--- src/pkg/cirx_pkg.sv ---
// Constants and types for the consumer infrared transceiver block
package cirx_pkg;
  // Register offsets
  localparam logic [3:0] OFS_CFG = 4'h0;
  localparam logic [3:0] OFS_STS = 4'h1;
  localparam logic [3:0] OFS_IEN = 4'h2;
  localparam logic [3:0] OFS_RXLVL = 4'h3;
  localparam logic [3:0] OFS_CPRE = 4'h4;
  localparam logic [3:0] OFS_CPER = 4'h5;
  localparam logic [3:0] OFS_LIMH = 4'h6;
  localparam logic [3:0] OFS_LIML = 4'h7;
  localparam logic [3:0] OFS_FCFG = 4'h8;
  localparam logic [3:0] OFS_FSTATE = 4'h9;
  localparam logic [3:0] OFS_RXPOP = 4'hA;
  localparam logic [3:0] OFS_TXLVL = 4'hB;
  localparam logic [3:0] OFS_TXPUSH = 4'hC;
  localparam logic [3:0] OFS_FRMH = 4'hD;
  localparam logic [3:0] OFS_FRML = 4'hE;
  localparam logic [3:0] OFS_FSM = 4'hF;
  // Reset values
  localparam logic [7:0] CFG_RST = 8'h04;
  localparam logic [7:0] ZERO_RST = 8'h00;
  // Configuration fields
  localparam int CFG_WB_EN = 6;
  localparam int CFG_TX_EN = 5;
  localparam int CFG_RX_EN = 4;
  localparam int CFG_WB_INV = 3;
  localparam int CFG_N_INV = 2;
  localparam int CFG_SEL_HI = 1;
  localparam int CFG_SEL_LO = 0;
  // Status and enable layout
  localparam int ST_RDR = 7;
  localparam int ST_RTR = 6;
  localparam int ST_PE = 5;
  localparam int ST_RFO = 4;
  localparam int ST_TE = 3;
  localparam int ST_TTR = 2;
  localparam int ST_TFU = 1;
  localparam int ST_GH = 0;
  // Carrier and FIFO control fields
  localparam int CPRE_MODE = 7;
  localparam int CPRE_BIT = 0;
  localparam int FCFG_TXCLR = 7;
  localparam int FCFG_RXCLR = 3;
  localparam int FCFG_TXTRIG_LO = 4;
  localparam int FCFG_RXTRIG_LO = 0;
  // Sample period selection
  localparam logic [1:0] SEL_1US = 2'h0;
  localparam logic [1:0] SEL_25US = 2'h1;
  localparam logic [1:0] SEL_50US = 2'h2;
  // Timing
  localparam int CLK_HZ = 10_000_000;
  localparam int SAMP0_US = 1;
  localparam int SAMP1_US = 25;
  localparam int SAMP2_US = 50;
  localparam int SAMP3_US = 100;
  localparam logic [9:0] SAMP0_CYC = 10'(SAMP0_US * (CLK_HZ / 1_000_000));
  localparam logic [9:0] SAMP1_CYC = 10'(SAMP1_US * (CLK_HZ / 1_000_000));
  localparam logic [9:0] SAMP2_CYC = 10'(SAMP2_US * (CLK_HZ / 1_000_000));
  localparam logic [9:0] SAMP3_CYC = 10'(SAMP3_US * (CLK_HZ / 1_000_000));
  // Transmit sequencer states
  typedef enum logic [2:0] {
    TX_IDLE = 3'h1,
    TX_LOAD = 3'h2,
    TX_SEND = 3'h4
  } cirx_tx_state_t;
  // Register port request
  typedef struct packed {
    logic [3:0] addr;
    logic [7:0] wdata;
    logic wr;
    logic rd;
  } cirx_req_t;
endpackage

--- src/design/cirx_core.sv ---
// Consumer infrared transceiver: registers, receiver, transmitter
// Summary of operation
// - With transmit enabled, wait for FIFO data, then send stored widths.
// - Clearing transmit enable mid-send still drains the FIFO first.
// - Sample unit select: 1, 25, 50 or 100 microseconds.
// - No carrier pulse mode in the 1 microsecond setting.
// - Normal input polarity: invert bit 0 means high is carrier on.
// - Wide-band input uses its own invert bit the same way.
// - Status flags are sticky; writing 1 clears, 0 leaves them.
// - Status positions: ready, trigger, end, overrun, empty, trig, under, min.
// - Receive overrun raises data ready in the same cycle.
// - Minimum length flag on a received pulse shorter than the minimum.
// - Interrupt enable mirrors status; 1 passes a flag, 0 masks it.
// - Interrupt holds until its status bit is written with 1 or its enable bit with 0.
// - Packet end when frame length reaches the 16-bit limit.
// - Carrier period 2 x 4^prescale x (period+1) clocks; zeros mean none.
//
// Decided for this implementation: the address-and-strobe port.
`timescale 1ns/100ps
module cirx_core #(
  parameter int DEPTH = 32,
  parameter logic [6:0] MIN_WIDTH = 7'h04
) (
  input wire logic CLK,
  input wire logic RST,
  input wire cirx_pkg::cirx_req_t REG_REQ,
  output logic [7:0] REG_RDATA,
  input wire logic IR_RX,
  input wire logic WB_RX,
  output logic IR_TX,
  output logic IRQ
);
  localparam int AW = $clog2(DEPTH);
  localparam int CW = AW + 1;
  localparam logic [CW-1:0] FULL = CW'(DEPTH);
  localparam logic [CW-1:0] ONE = CW'(1);
  localparam logic [6:0] RUN_MAX = 7'h7F;

  logic [7:0] cfg_ff, sts_ff, ien_ff, cpre_ff, cper_ff;
  logic [7:0] limh_ff, liml_ff, fcfg_ff, rdata_ff;
  logic rxn_s1_ff, rxn_s2_ff, rxw_s1_ff, rxw_s2_ff;
  logic [9:0] tick_cnt_ff;
  logic [9:0] unit_m1;
  logic tick, rx_level, rx_en, tx_en, wr, rd;
  logic [7:0] sts_set, sts_clr, nxt_sts;
  logic [7:0] rx_mem [DEPTH];
  logic [7:0] tx_mem [DEPTH];
  logic [AW-1:0] rx_wp_ff, rx_rp_ff, tx_wp_ff, tx_rp_ff;
  logic [CW-1:0] rx_cnt_ff, tx_cnt_ff, rx_thr, tx_thr;
  logic rx_push, rx_pop, tx_push, tx_pop, rx_clr, tx_clr;
  logic rx_prev_ff, in_frame_ff, frame_hit;
  logic [6:0] run_ff;
  logic [15:0] frame_ff, limit;
  cirx_pkg::cirx_tx_state_t tx_state_ff;
  logic tx_level_ff, tx_out_ff, car_ph_ff, car_on, underrun;
  logic [6:0] tx_left_ff;
  logic [10:0] car_cnt_ff, car_half_m1;

  assign wr = REG_REQ.wr;
  assign rd = REG_REQ.rd;
  assign rx_en = cfg_ff[cirx_pkg::CFG_RX_EN];
  assign tx_en = cfg_ff[cirx_pkg::CFG_TX_EN];

  //////////////////////////////////////////////////////////////////////////
  // Register port

  always_ff @(posedge CLK or posedge RST) begin
    if (RST) begin
      cfg_ff <= cirx_pkg::CFG_RST;
      ien_ff <= cirx_pkg::ZERO_RST;
      cpre_ff <= cirx_pkg::ZERO_RST;
      cper_ff <= cirx_pkg::ZERO_RST;
      limh_ff <= cirx_pkg::ZERO_RST;
      liml_ff <= cirx_pkg::ZERO_RST;
      fcfg_ff <= cirx_pkg::ZERO_RST;
    end else begin
      // FIFO clear bits act once and fall back
      fcfg_ff[cirx_pkg::FCFG_TXCLR] <= 1'b0;
      fcfg_ff[cirx_pkg::FCFG_RXCLR] <= 1'b0;
      if (wr) begin
        unique case (REG_REQ.addr)
          cirx_pkg::OFS_CFG: cfg_ff <= REG_REQ.wdata;
          cirx_pkg::OFS_IEN: ien_ff <= REG_REQ.wdata;
          cirx_pkg::OFS_CPRE: cpre_ff <= REG_REQ.wdata;
          cirx_pkg::OFS_CPER: cper_ff <= REG_REQ.wdata;
          cirx_pkg::OFS_LIMH: limh_ff <= REG_REQ.wdata;
          cirx_pkg::OFS_LIML: liml_ff <= REG_REQ.wdata;
          cirx_pkg::OFS_FCFG: fcfg_ff <= REG_REQ.wdata;
          default: ;
        endcase
      end
    end
  end

  always_ff @(posedge CLK or posedge RST) begin
    if (RST) begin
      rdata_ff <= cirx_pkg::ZERO_RST;
    end else if (rd) begin
      unique case (REG_REQ.addr)
        cirx_pkg::OFS_CFG: rdata_ff <= cfg_ff;
        cirx_pkg::OFS_STS: rdata_ff <= sts_ff;
        cirx_pkg::OFS_IEN: rdata_ff <= ien_ff;
        cirx_pkg::OFS_RXLVL: rdata_ff <= 8'(rx_cnt_ff);
        cirx_pkg::OFS_CPRE: rdata_ff <= cpre_ff;
        cirx_pkg::OFS_CPER: rdata_ff <= cper_ff;
        cirx_pkg::OFS_LIMH: rdata_ff <= limh_ff;
        cirx_pkg::OFS_LIML: rdata_ff <= liml_ff;
        cirx_pkg::OFS_FCFG: rdata_ff <= fcfg_ff;
        cirx_pkg::OFS_FSTATE: rdata_ff <= {IRQ, 1'b0,
            rx_cnt_ff >= rx_thr, rx_cnt_ff == '0, rx_cnt_ff == FULL,
            tx_cnt_ff <= tx_thr, tx_cnt_ff == '0, tx_cnt_ff == FULL};
        cirx_pkg::OFS_RXPOP: rdata_ff <= rx_mem[rx_rp_ff];
        cirx_pkg::OFS_TXLVL: rdata_ff <= 8'(tx_cnt_ff);
        cirx_pkg::OFS_FRMH: rdata_ff <= frame_ff[15:8];
        cirx_pkg::OFS_FRML: rdata_ff <= frame_ff[7:0];
        cirx_pkg::OFS_FSM: rdata_ff <= {1'b0, in_frame_ff, rx_prev_ff,
            rx_en, 1'b0, tx_state_ff};
        default: rdata_ff <= cirx_pkg::ZERO_RST;
      endcase
    end else begin
      rdata_ff <= cirx_pkg::ZERO_RST;
    end
  end
  assign REG_RDATA = rdata_ff;

  //////////////////////////////////////////////////////////////////////////
  // Status and interrupt

  always_comb begin
    sts_set = '0;
    sts_set[cirx_pkg::ST_RDR] = rx_push;
    sts_set[cirx_pkg::ST_RTR] = rx_push && rx_cnt_ff != FULL
        && rx_cnt_ff + ONE == rx_thr;
    sts_set[cirx_pkg::ST_PE] = rx_en && tick && in_frame_ff && frame_hit;
    sts_set[cirx_pkg::ST_RFO] = rx_push && rx_cnt_ff == FULL;
    sts_set[cirx_pkg::ST_TE] = tx_pop && tx_cnt_ff == ONE;
    sts_set[cirx_pkg::ST_TTR] = tx_pop && tx_cnt_ff - ONE == tx_thr;
    sts_set[cirx_pkg::ST_TFU] = underrun;
    sts_set[cirx_pkg::ST_GH] = rx_push && rx_prev_ff
        && run_ff < MIN_WIDTH;
    sts_clr = (wr && REG_REQ.addr == cirx_pkg::OFS_STS) ?
        REG_REQ.wdata : 8'h00;
    // Set beats clear so an event landing on a clear is kept
    nxt_sts = (sts_ff & ~sts_clr) | sts_set;
  end

  always_ff @(posedge CLK or posedge RST) begin
    if (RST) begin
      sts_ff <= cirx_pkg::ZERO_RST;
    end else begin
      sts_ff <= nxt_sts;
    end
  end

  // Level output from flops; only a status clear or an enable clear can drop it
  assign IRQ = |(sts_ff & ien_ff);

  //////////////////////////////////////////////////////////////////////////
  // Input synchronisers and sample tick

  always_ff @(posedge CLK or posedge RST) begin
    if (RST) begin
      rxn_s1_ff <= 1'b0;
      rxn_s2_ff <= 1'b0;
      rxw_s1_ff <= 1'b0;
      rxw_s2_ff <= 1'b0;
    end else begin
      rxn_s1_ff <= IR_RX;
      rxn_s2_ff <= rxn_s1_ff;
      rxw_s1_ff <= WB_RX;
      rxw_s2_ff <= rxw_s1_ff;
    end
  end

  assign rx_level = cfg_ff[cirx_pkg::CFG_WB_EN] ?
      (rxw_s2_ff ^ cfg_ff[cirx_pkg::CFG_WB_INV]) :
      (rxn_s2_ff ^ cfg_ff[cirx_pkg::CFG_N_INV]);

  always_comb begin
    unique case (cfg_ff[cirx_pkg::CFG_SEL_HI:cirx_pkg::CFG_SEL_LO])
      cirx_pkg::SEL_1US: unit_m1 = cirx_pkg::SAMP0_CYC - 10'h001;
      cirx_pkg::SEL_25US: unit_m1 = cirx_pkg::SAMP1_CYC - 10'h001;
      cirx_pkg::SEL_50US: unit_m1 = cirx_pkg::SAMP2_CYC - 10'h001;
      default: unit_m1 = cirx_pkg::SAMP3_CYC - 10'h001;
    endcase
  end
  // Compare with >= so a shorter unit chosen mid-count cannot wrap
  assign tick = tick_cnt_ff >= unit_m1;

  always_ff @(posedge CLK or posedge RST) begin
    if (RST) begin
      tick_cnt_ff <= 10'h000;
    end else begin
      tick_cnt_ff <= tick ? 10'h000 : tick_cnt_ff + 10'h001;
    end
  end

  //////////////////////////////////////////////////////////////////////////
  // Receiver: run lengths, bit 7 level, bits 6:0 width in units

  assign limit = {limh_ff, liml_ff};
  assign frame_hit = limit != 16'h0000 && frame_ff == limit;
  assign rx_push = rx_en && tick && in_frame_ff && (frame_hit
      || rx_level != rx_prev_ff || run_ff == RUN_MAX);

  always_ff @(posedge CLK or posedge RST) begin
    if (RST) begin
      rx_prev_ff <= 1'b0;
      in_frame_ff <= 1'b0;
      run_ff <= 7'h00;
      frame_ff <= 16'h0000;
    end else if (!rx_en) begin
      in_frame_ff <= 1'b0;
      run_ff <= 7'h00;
    end else if (tick) begin
      rx_prev_ff <= rx_level;
      if (!in_frame_ff) begin
        if (rx_level) begin
          in_frame_ff <= 1'b1;
          run_ff <= 7'h01;
          frame_ff <= 16'h0001;
        end
      end else if (frame_hit) begin
        in_frame_ff <= 1'b0;
        run_ff <= 7'h00;
      end else begin
        frame_ff <= frame_ff + 16'h0001;
        if (rx_level != rx_prev_ff || run_ff == RUN_MAX) begin
          run_ff <= 7'h01;
        end else begin
          run_ff <= run_ff + 7'h01;
        end
      end
    end
  end

  //////////////////////////////////////////////////////////////////////////
  // FIFOs; overflowing writes are dropped

  assign rx_thr = CW'({3'(fcfg_ff[cirx_pkg::FCFG_RXTRIG_LO +: 2]) + 3'h1,
      3'h0});
  assign tx_thr = CW'({fcfg_ff[cirx_pkg::FCFG_TXTRIG_LO +: 2], 3'h0});
  assign rx_clr = fcfg_ff[cirx_pkg::FCFG_RXCLR];
  assign tx_clr = fcfg_ff[cirx_pkg::FCFG_TXCLR];
  assign rx_pop = rd && REG_REQ.addr == cirx_pkg::OFS_RXPOP
      && rx_cnt_ff != '0;
  assign tx_push = wr && REG_REQ.addr == cirx_pkg::OFS_TXPUSH
      && tx_cnt_ff != FULL;
  assign tx_pop = tx_state_ff == cirx_pkg::TX_LOAD;

  always_ff @(posedge CLK) begin
    if (rx_push && rx_cnt_ff != FULL) begin
      rx_mem[rx_wp_ff] <= {rx_prev_ff, run_ff};
    end
    if (tx_push) begin
      tx_mem[tx_wp_ff] <= REG_REQ.wdata;
    end
  end

  always_ff @(posedge CLK or posedge RST) begin
    if (RST) begin
      rx_wp_ff <= '0;
      rx_rp_ff <= '0;
      rx_cnt_ff <= '0;
    end else if (rx_clr) begin
      rx_wp_ff <= '0;
      rx_rp_ff <= '0;
      rx_cnt_ff <= '0;
    end else begin
      if (rx_push && rx_cnt_ff != FULL) begin
        rx_wp_ff <= rx_wp_ff + AW'(1);
      end
      if (rx_pop) begin
        rx_rp_ff <= rx_rp_ff + AW'(1);
      end
      if ((rx_push && rx_cnt_ff != FULL) && !rx_pop) begin
        rx_cnt_ff <= rx_cnt_ff + ONE;
      end else if (rx_pop && !(rx_push && rx_cnt_ff != FULL)) begin
        rx_cnt_ff <= rx_cnt_ff - ONE;
      end
    end
  end

  always_ff @(posedge CLK or posedge RST) begin
    if (RST) begin
      tx_wp_ff <= '0;
      tx_rp_ff <= '0;
      tx_cnt_ff <= '0;
    end else if (tx_clr) begin
      tx_wp_ff <= '0;
      tx_rp_ff <= '0;
      tx_cnt_ff <= '0;
    end else begin
      if (tx_push) begin
        tx_wp_ff <= tx_wp_ff + AW'(1);
      end
      if (tx_pop) begin
        tx_rp_ff <= tx_rp_ff + AW'(1);
      end
      if (tx_push && !tx_pop) begin
        tx_cnt_ff <= tx_cnt_ff + ONE;
      end else if (tx_pop && !tx_push) begin
        tx_cnt_ff <= tx_cnt_ff - ONE;
      end
    end
  end

  //////////////////////////////////////////////////////////////////////////
  // Transmitter sequencer and carrier

  assign underrun = tx_state_ff == cirx_pkg::TX_SEND && tick
      && tx_left_ff <= 7'h01 && tx_cnt_ff == '0 && tx_en;

  always_ff @(posedge CLK or posedge RST) begin
    if (RST) begin
      tx_state_ff <= cirx_pkg::TX_IDLE;
      tx_level_ff <= 1'b0;
      tx_left_ff <= 7'h00;
    end else begin
      unique case (tx_state_ff)
        cirx_pkg::TX_IDLE: begin
          if (tx_en && tx_cnt_ff != '0 && !tx_clr) begin
            tx_state_ff <= cirx_pkg::TX_LOAD;
          end
        end
        cirx_pkg::TX_LOAD: begin
          tx_level_ff <= tx_mem[tx_rp_ff][7];
          tx_left_ff <= tx_mem[tx_rp_ff][6:0];
          tx_state_ff <= cirx_pkg::TX_SEND;
        end
        cirx_pkg::TX_SEND: begin
          if (tx_clr) begin
            tx_state_ff <= cirx_pkg::TX_IDLE;
          end else if (tick) begin
            // Zero width is sent as one unit
            if (tx_left_ff <= 7'h01) begin
              // Enable is not looked at here: queued data always drains
              tx_state_ff <= (tx_cnt_ff != '0) ?
                  cirx_pkg::TX_LOAD : cirx_pkg::TX_IDLE;
            end else begin
              tx_left_ff <= tx_left_ff - 7'h01;
            end
          end
        end
      endcase
    end
  end

  assign car_on = cpre_ff[cirx_pkg::CPRE_MODE]
      && cfg_ff[cirx_pkg::CFG_SEL_HI:cirx_pkg::CFG_SEL_LO]
      != cirx_pkg::SEL_1US
      && !(cpre_ff[cirx_pkg::CPRE_BIT] == 1'b0 && cper_ff == 8'h00);
  // Half period is 4^prescale x (period+1) clocks
  assign car_half_m1 = cpre_ff[cirx_pkg::CPRE_BIT] ?
      11'({cper_ff, 2'h3}) : 11'(cper_ff);

  always_ff @(posedge CLK or posedge RST) begin
    if (RST) begin
      car_cnt_ff <= 11'h000;
      car_ph_ff <= 1'b0;
    end else if (!car_on || tx_state_ff != cirx_pkg::TX_SEND) begin
      car_cnt_ff <= 11'h000;
      car_ph_ff <= 1'b1;
    end else if (car_cnt_ff >= car_half_m1) begin
      car_cnt_ff <= 11'h000;
      car_ph_ff <= ~car_ph_ff;
    end else begin
      car_cnt_ff <= car_cnt_ff + 11'h001;
    end
  end

  always_ff @(posedge CLK or posedge RST) begin
    if (RST) begin
      tx_out_ff <= 1'b0;
    end else begin
      tx_out_ff <= tx_state_ff == cirx_pkg::TX_SEND && tx_level_ff
          && (!car_on || car_ph_ff);
    end
  end
  assign IR_TX = tx_out_ff;

  //////////////////////////////////////////////////////////////////////////
  // Checks

  // Sample unit field, named once for the checks below
  logic [1:0] samp_sel;
  assign samp_sel = cfg_ff[cirx_pkg::CFG_SEL_HI:cirx_pkg::CFG_SEL_LO];

  property p_tx_start;
    @(posedge CLK) disable iff (RST)
    (tx_state_ff == cirx_pkg::TX_IDLE && tx_en && tx_cnt_ff != '0
        && !tx_clr) |=> tx_state_ff == cirx_pkg::TX_LOAD;
  endproperty
  a_tx_start: assert property (p_tx_start)
    else $error("Transmit did not start on queued data");

  property p_tx_drain;
    @(posedge CLK) disable iff (RST)
    (tx_state_ff == cirx_pkg::TX_SEND && tick && !tx_clr
        && tx_left_ff <= 7'h01 && tx_cnt_ff != '0)
        |=> tx_state_ff == cirx_pkg::TX_LOAD;
  endproperty
  a_tx_drain: assert property (p_tx_drain)
    else $error("Transmit stopped with data queued");

  // Select must hold up to the tick itself, else the unit may change
  property p_unit_1us;
    @(posedge CLK) disable iff (RST)
    (tick && samp_sel == cirx_pkg::SEL_1US)
        ##1 (samp_sel == cirx_pkg::SEL_1US)[*8]
        ##1 (samp_sel == cirx_pkg::SEL_1US)[*2] |-> tick;
  endproperty
  a_unit_1us: assert property (p_unit_1us)
    else $error("Sample tick not every ten clocks");

  property p_no_pulse_1us;
    @(posedge CLK) disable iff (RST)
    (tx_state_ff == cirx_pkg::TX_SEND && tx_level_ff
        && samp_sel == cirx_pkg::SEL_1US) |=> IR_TX;
  endproperty
  a_no_pulse_1us: assert property (p_no_pulse_1us)
    else $error("Carrier applied in one microsecond mode");

  property p_sticky;
    @(posedge CLK) disable iff (RST)
    1'b1 |=> (sts_ff & $past(sts_ff & ~sts_clr))
        == $past(sts_ff & ~sts_clr);
  endproperty
  a_sticky: assert property (p_sticky)
    else $error("Status flag dropped without a clear");

  property p_overrun_ready;
    @(posedge CLK) disable iff (RST)
    $rose(sts_ff[cirx_pkg::ST_RFO]) |-> sts_ff[cirx_pkg::ST_RDR];
  endproperty
  a_overrun_ready: assert property (p_overrun_ready)
    else $error("Overrun raised without data ready");

  property p_irq;
    @(posedge CLK) disable iff (RST)
    // Masking through the enable register is the one other way down
    ((sts_ff & ien_ff) != 8'h00 && sts_clr == 8'h00
        && !(wr && REG_REQ.addr == cirx_pkg::OFS_IEN)) |=> IRQ;
  endproperty
  a_irq: assert property (p_irq)
    else $error("Interrupt dropped without a status clear");

  property p_packet_end;
    @(posedge CLK) disable iff (RST)
    (rx_en && tick && in_frame_ff && frame_hit)
        |=> sts_ff[cirx_pkg::ST_PE] && !in_frame_ff;
  endproperty
  a_packet_end: assert property (p_packet_end)
    else $error("Packet end missing at limit");

  property p_rx_off;
    @(posedge CLK) disable iff (RST)
    !rx_en |-> !rx_push;
  endproperty
  a_rx_off: assert property (p_rx_off)
    else $error("Receive store while disabled");

endmodule // cirx_core

--- config.mk ---
export PLATFORM = sky130hd
export DESIGN_NAME = cirx_core
export DESIGN_NICKNAME = d
export VERILOG_FILES = /design/src/pkg/cirx_pkg.sv /design/src/design/cirx_core.sv
export SDC_FILE = /design/constraint.sdc
export NUM_CORES = 1
export LEC_CHECK = 0
export CAP_MARGIN = 15
export CORE_MARGIN = 2
export CORE_UTILIZATION = 65
export DETAILED_ROUTE_END_ITERATION = 10
export DONT_BUFFER_PORTS = 1
export GPL_TIMING_DRIVEN = 0
export PLACE_DENSITY = 0.81
export SLEW_MARGIN = 20
export SYNTH_ARGS = -nofsm -noshare
export SYNTH_HDL_FRONTEND = slang
export SYNTH_SLANG_ARGS = --single-unit
--- constraint.sdc ---
create_clock -name CLK -period 13.6 [get_ports CLK]
set_clock_uncertainty 0.2 [all_clocks]
set_input_delay 3.4 -clock CLK [delete_from_list [all_inputs] [get_ports CLK]]
set_output_delay 3.4 -clock CLK [all_outputs]
set_load 0.1 [all_outputs]
== Word level (Yosys, flattened, before mapping) ==
Memory sizes are Yosys's and may differ from the RTL's.
Index checks and enable logic that the tools add are counted.
Operators by class
  $lt $le $gt $ge: 6
  reductions and logical operators: 75
  equal/unequal tests: 40
  multiplexer cells: 55
  $add $sub $neg: 14
  bitwise logic cells: 8
Operators with widths (count)
  $pmux W8 S15: 1
  $mux W7: 9
  $mux W16: 3
  $mux W5: 8
  $mux W6: 6
  $eq A4 B4 Y1 const B: 8
  $logic_and A1 B1 Y1: 32
  $mux W8: 4
  $pmux W10 S3: 1
  $mux W11: 2
  $add A5 B1 Y5 const B: 4
  $mux W10: 2
  $reduce_and A2 Y1: 9
  $add A16 B1 Y16 const B: 1
  $and A8 B8 Y8: 2
  $eq A16 B16 Y1: 1
  $eq A4 B3 Y1 const B: 4
  $reduce_bool A16 Y1: 1
  $reduce_bool A2 Y1: 8
  $pmux W7 S2: 1
  $add A6 B1 Y6 const B: 2
  $eq A6 B6 Y1 const B: 2
  $logic_not A6 Y1: 2
  $mux W1: 12
  other kinds (47): 73
Word-level totals
  memories kept: 2
  memory bits (writable): 512
  flip-flop bits (word level): 167
  output and inout bits: 10
Memory list
  rx_mem: words 32, bits a word 8, rd ports 1, clocked after Yosys merged registers in 0, write ports 1, RTL line cirx_core.sv:46  | logic [7:0] rx_mem [DEPTH];
  tx_mem: words 32, bits a word 8, rd ports 1, clocked after Yosys merged registers in 0, write ports 1, RTL line cirx_core.sv:47  | logic [7:0] tx_mem [DEPTH];

== Longest topological paths before layout ==
  word-level depth: 12
  depth in mapped cells: 13
  depth with buffers taken out: 11

== Least setup slack after synthesis ==
Ideal clock, no wire load.
  kind: input port to flip-flop
  start: input port REG_REQ[11] (netlist name)
  end: memory tx_mem[0][0], enable pin
  path slack: 7944 ps
  library setup time: 370 ps
  data arrival time: 5086 ps
  stages on the path: 6
  cells stage by stage: buf_2 -> or3b_1 -> a311oi_2 -> buf_2 -> nand2_1 -> nor2_1
On the way
  longest elaborated chain between the ends: 5
RTL lines
  from (decl): RTL line cirx_core.sv:26  | input wire cirx_pkg::cirx_req_t REG_REQ,
  $eq A4 B4 Y1: RTL line cirx_core.sv:247  | assign tx_push = wr && REG_REQ.addr == cirx_pkg::OFS_TXPUSH
  $logic_and A1 B1 Y1: RTL line cirx_core.sv:247
  $logic_and A1 B1 Y1: RTL line cirx_core.sv:248  | && tx_cnt_ff != FULL;
  $mux W1: RTL line cirx_core.sv:255  | if (tx_push) begin
  $mux W1 (implied by the code): RTL line cirx_core.sv:256  | tx_mem[tx_wp_ff] <= REG_REQ.wdata;
  to (decl): RTL line cirx_core.sv:47
No other way between the ends.

== Final worst setup path ==
  start: input port REG_REQ[12] (netlist name)
  end: memory tx_mem[13][1], enable pin
The elaborated chain is that of the path after synthesis.

==> impl_metrics.ini <==
[logic_synthesis]
synth_top_cell_by_area = edfxtp_1
syn-instance-count = 1846
synth_area_mm2 = 0.0296
ys.flop_type = edfxtp_1
ys_seq_area_frac = 0.660
synth-edff-count = 512
ys_warn_count = 0
netlist.area_leader.share = 0.519
synth_area_leaders = edfxtp_1 52%, dfrtp_1 14%, mux4_2 12%
ys_ff_latch = 679
syn-num-nets = 1916
async_flop_share = 0.246
syn_avg_cell_area_um2 = 16.1
synth_cell_types = 77

[timing]
fin_crit_ns = 6.19
finalSetupViolCount = 0
relSlewSlack = 0.275
final_hold_viol_count = 0
worstMarginPinSlew_ns = 1.09
rsz0062_at_grt = false
finalSetupTns_ns = 0
setup_slack_ns = 7.41
drv_slew = 0
max_freq_ghz = 0.162
min_period_over_period = 0.455
hold_ws_ns = 0.152

[power]
p_seq_frac = 0.446
pwr-share-clk = 0.333
ir_drop_v = 0.000171
switching_power_w = 0.00168
combPwrFrac = 0.221
p_int_w = 0.00394
power_density_mw_per_mm2 = 172
power.leakage_nw = 11.0
swShare = 0.299

[global_route]
grt_usage = 0.346
grt_pass1_wl_mm = 117
first_global_vias = 17837
grt_max_degree = 87
antenna_found_initial = 2
grt_overflow = 0

[clock_tree]
cts_tree = yes
clockBufferDepth = 3
h-tree-depth = 3
clk_latency_ns = 0.61
cts_setup_buffers = 0
cts_buffers = 69
cts_resized = 0
ctsHoldBuffers = 0
clk_pin_slew_ns = 0.06
cts_root_buf = clkbuf_16
cts_sinks = 679

[hold_path]
hold_depth = 0
hold_class = register to register

[critical_path]
crit_arrival_ns = 6.22
worstSetupPathType = input port to register
start_kind = input port
crit_path_top_delay_cell = nor2_1
worstPathMaxFanout = 10
path_cells = clkbuf_1 > nand2_1 > a311oi_2 > buf_2 > nand2_1 > nor2_1
cp_slowest_stage_delay_ns = 0.78
cp_common_cell = nand2_1
cp-end-kind = register
crit_required_ns = 13.63
r2r_cells = 13

[placed_design]
post-dp-hpwl_mm = 49.8
gp_congestion = 1.00
io_buffers = 0
pre_cts_ws_ns = 6.95

[die]
coreArea_mm2 = 0.0452
io_pins = 28
die_w_um = 218
start_util = 0.656
die_h_um = 218
placementRows = 78
die-area_mm2 = 0.0473

[layout]
drive_gt1_frac = 0.181
area_delta_synth_final_pct = 10.4
nNetsFinal = 1991
postLayoutCoreUtil = 0.724
mostFrequentLayoutCells = 512 x edfxtp_1, 160 x mux4_2, 157 x dfrtp_1
final_common_cell = edfxtp_1

[route]
vias_per_cell = 6.92
wl_mm = 79.0
wl_per_cell_um = 30.6
drt_iter0_drc = 2318
drc = 0
via_count = 17826
drt_pass1_iterations = 6
ant_nets = 0

[outcome]
outcome = completed

[job]
drv_cap = 0
[worst max-delay path: cells and delay by family]
family                 cells  cell delay (ns)
and+or+nand+nor            3             1.45
buffers and inverters      2             0.70
AOI/OAI and AO/OA          1             0.65
[cell type report]
class / count / area, µm²
well taps: 600 / 751
diodes: 2 / 5.00
repair buffers: 4 / 66.3
plain buffers: 91 / 398
clock inverters: 43 / 423
inverters: 38 / 150
clock buffers: 82 / 1800
flip-flops and latches: 679 / 19600
fillers: 2688 / 12500
multi-input cells: 1038 / 9560
[flip-flops by register name (all words and copies together) (netlist names), 3 cells and up]
| signal | count |
|---|---|
| REG_RDATA | 8 |
| car_cnt_ff | 11 |
| cfg_ff | 8 |
| cper_ff | 8 |
| cpre_ff | 8 |
| fcfg_ff | 8 |
| frame_ff | 16 |
| ien_ff | 8 |
| limh_ff | 8 |
| liml_ff | 8 |
| run_ff | 7 |
| rx_cnt_ff | 6 |
| rx_mem | 256 |
| rx_rp_ff | 5 |
| rx_wp_ff | 5 |
| sts_ff | 8 |
| tick_cnt_ff | 10 |
| tx_cnt_ff | 6 |
| tx_left_ff | 7 |
| tx_mem | 256 |
| tx_rp_ff | 5 |
| tx_state_ff | 3 |
| tx_wp_ff | 5 |
[cell usage after synthesis, types with 25 or more instances]
library cell / count
o21ai_0: 31
xnor2_1: 47
mux2i_1: 25
ha_1: 52
mux2_2: 54
edfxtp_1: 512
a21oi_1: 32
xor2_1: 30
nand3_1: 37
and3_1: 39
inv_1: 37
nor3_1: 26
nor2_1: 155
dfrtp_1: 165
mux4_2: 160
clkbuf_1: 62
nand2_1: 103
[power by group through the flow]
| stage | Combinational [W] | Clock [W] | Sequential, W |
|---|---|---|---|
| global placement | 0.00115 | 0 | 0.00254 |
| CTS | 0.00123 | 0.00188 | 0.00250 |
| finish | 0.00125 | 0.00187 | 0.00251 |
| global route | 0.00132 | 0.00196 | 0.00252 |
| detailed placement | 0.00121 | 0 | 0.00254 |
| floorplan | 0.000869 | 0 | 0.00248 |
[cells by family (layout without fill, tap and decap cells)]
group / Yosys count / after routing / synth area share
flip-flops: 679 / 679 / 0.660
AND/OR/NAND/NOR: 463 / 463 / 0.0758
multiplexers: 258 / 258 / 0.158
AO/OA/AOI/OAI: 188 / 188 / 0.0437
buffers and inverters: 129 / 258 / 0.0182
XOR/XNOR: 77 / 77 / 0.0228
adder cells (fa/ha/maj): 52 / 52 / 0.0220
other: 0 / 2 / 0
[metrics by stage]
stage | instances | cell area (µm²) | power, W
after CTS | 2575 | 32700 | 0.00562
after global placement | 2446 | 30400 | 0.00369
after global routing | 2575 | 32700 | 0.00580
after detailed placement | 2450 | 30500 | 0.00375
after floorplan | 1846 | 29600 | 0.00335
final | 2577 | 32700 | 0.00563
[metal layers]
metal,global-route usage,share of wire,vias to the layer above
met5,0,0.00016,-
met4,0.116,0.036,2
met3,0.0665,0.092,199
met2,0.551,0.49,1127
met1,0.489,0.39,9142
li1,-,-,7356
[worst paths after layout]
path                                       start                       to  slack, ns
max                                  REG_REQ[12]  tx_mem[13][1]$_DFFE_PP_       7.41
min                          rxn_s1_ff$_DFF_PP0_      rxn_s2_ff$_DFF_PP0_       0.15
max reg2reg                cfg_ff[1]$_DFFE_PP0P_  rx_mem[26][6]$_DFFE_PP_       8.81
min reg2reg                  rxn_s1_ff$_DFF_PP0_      rxn_s2_ff$_DFF_PP0_       0.15
max in group asynchronous                    RST    run_ff[3]$_DFFE_PP0P_       9.82
min in group asynchronous                    RST   cper_ff[2]$_DFFE_PP0P_       2.53
Note: power is estimated with default switching activity, not from simulation.
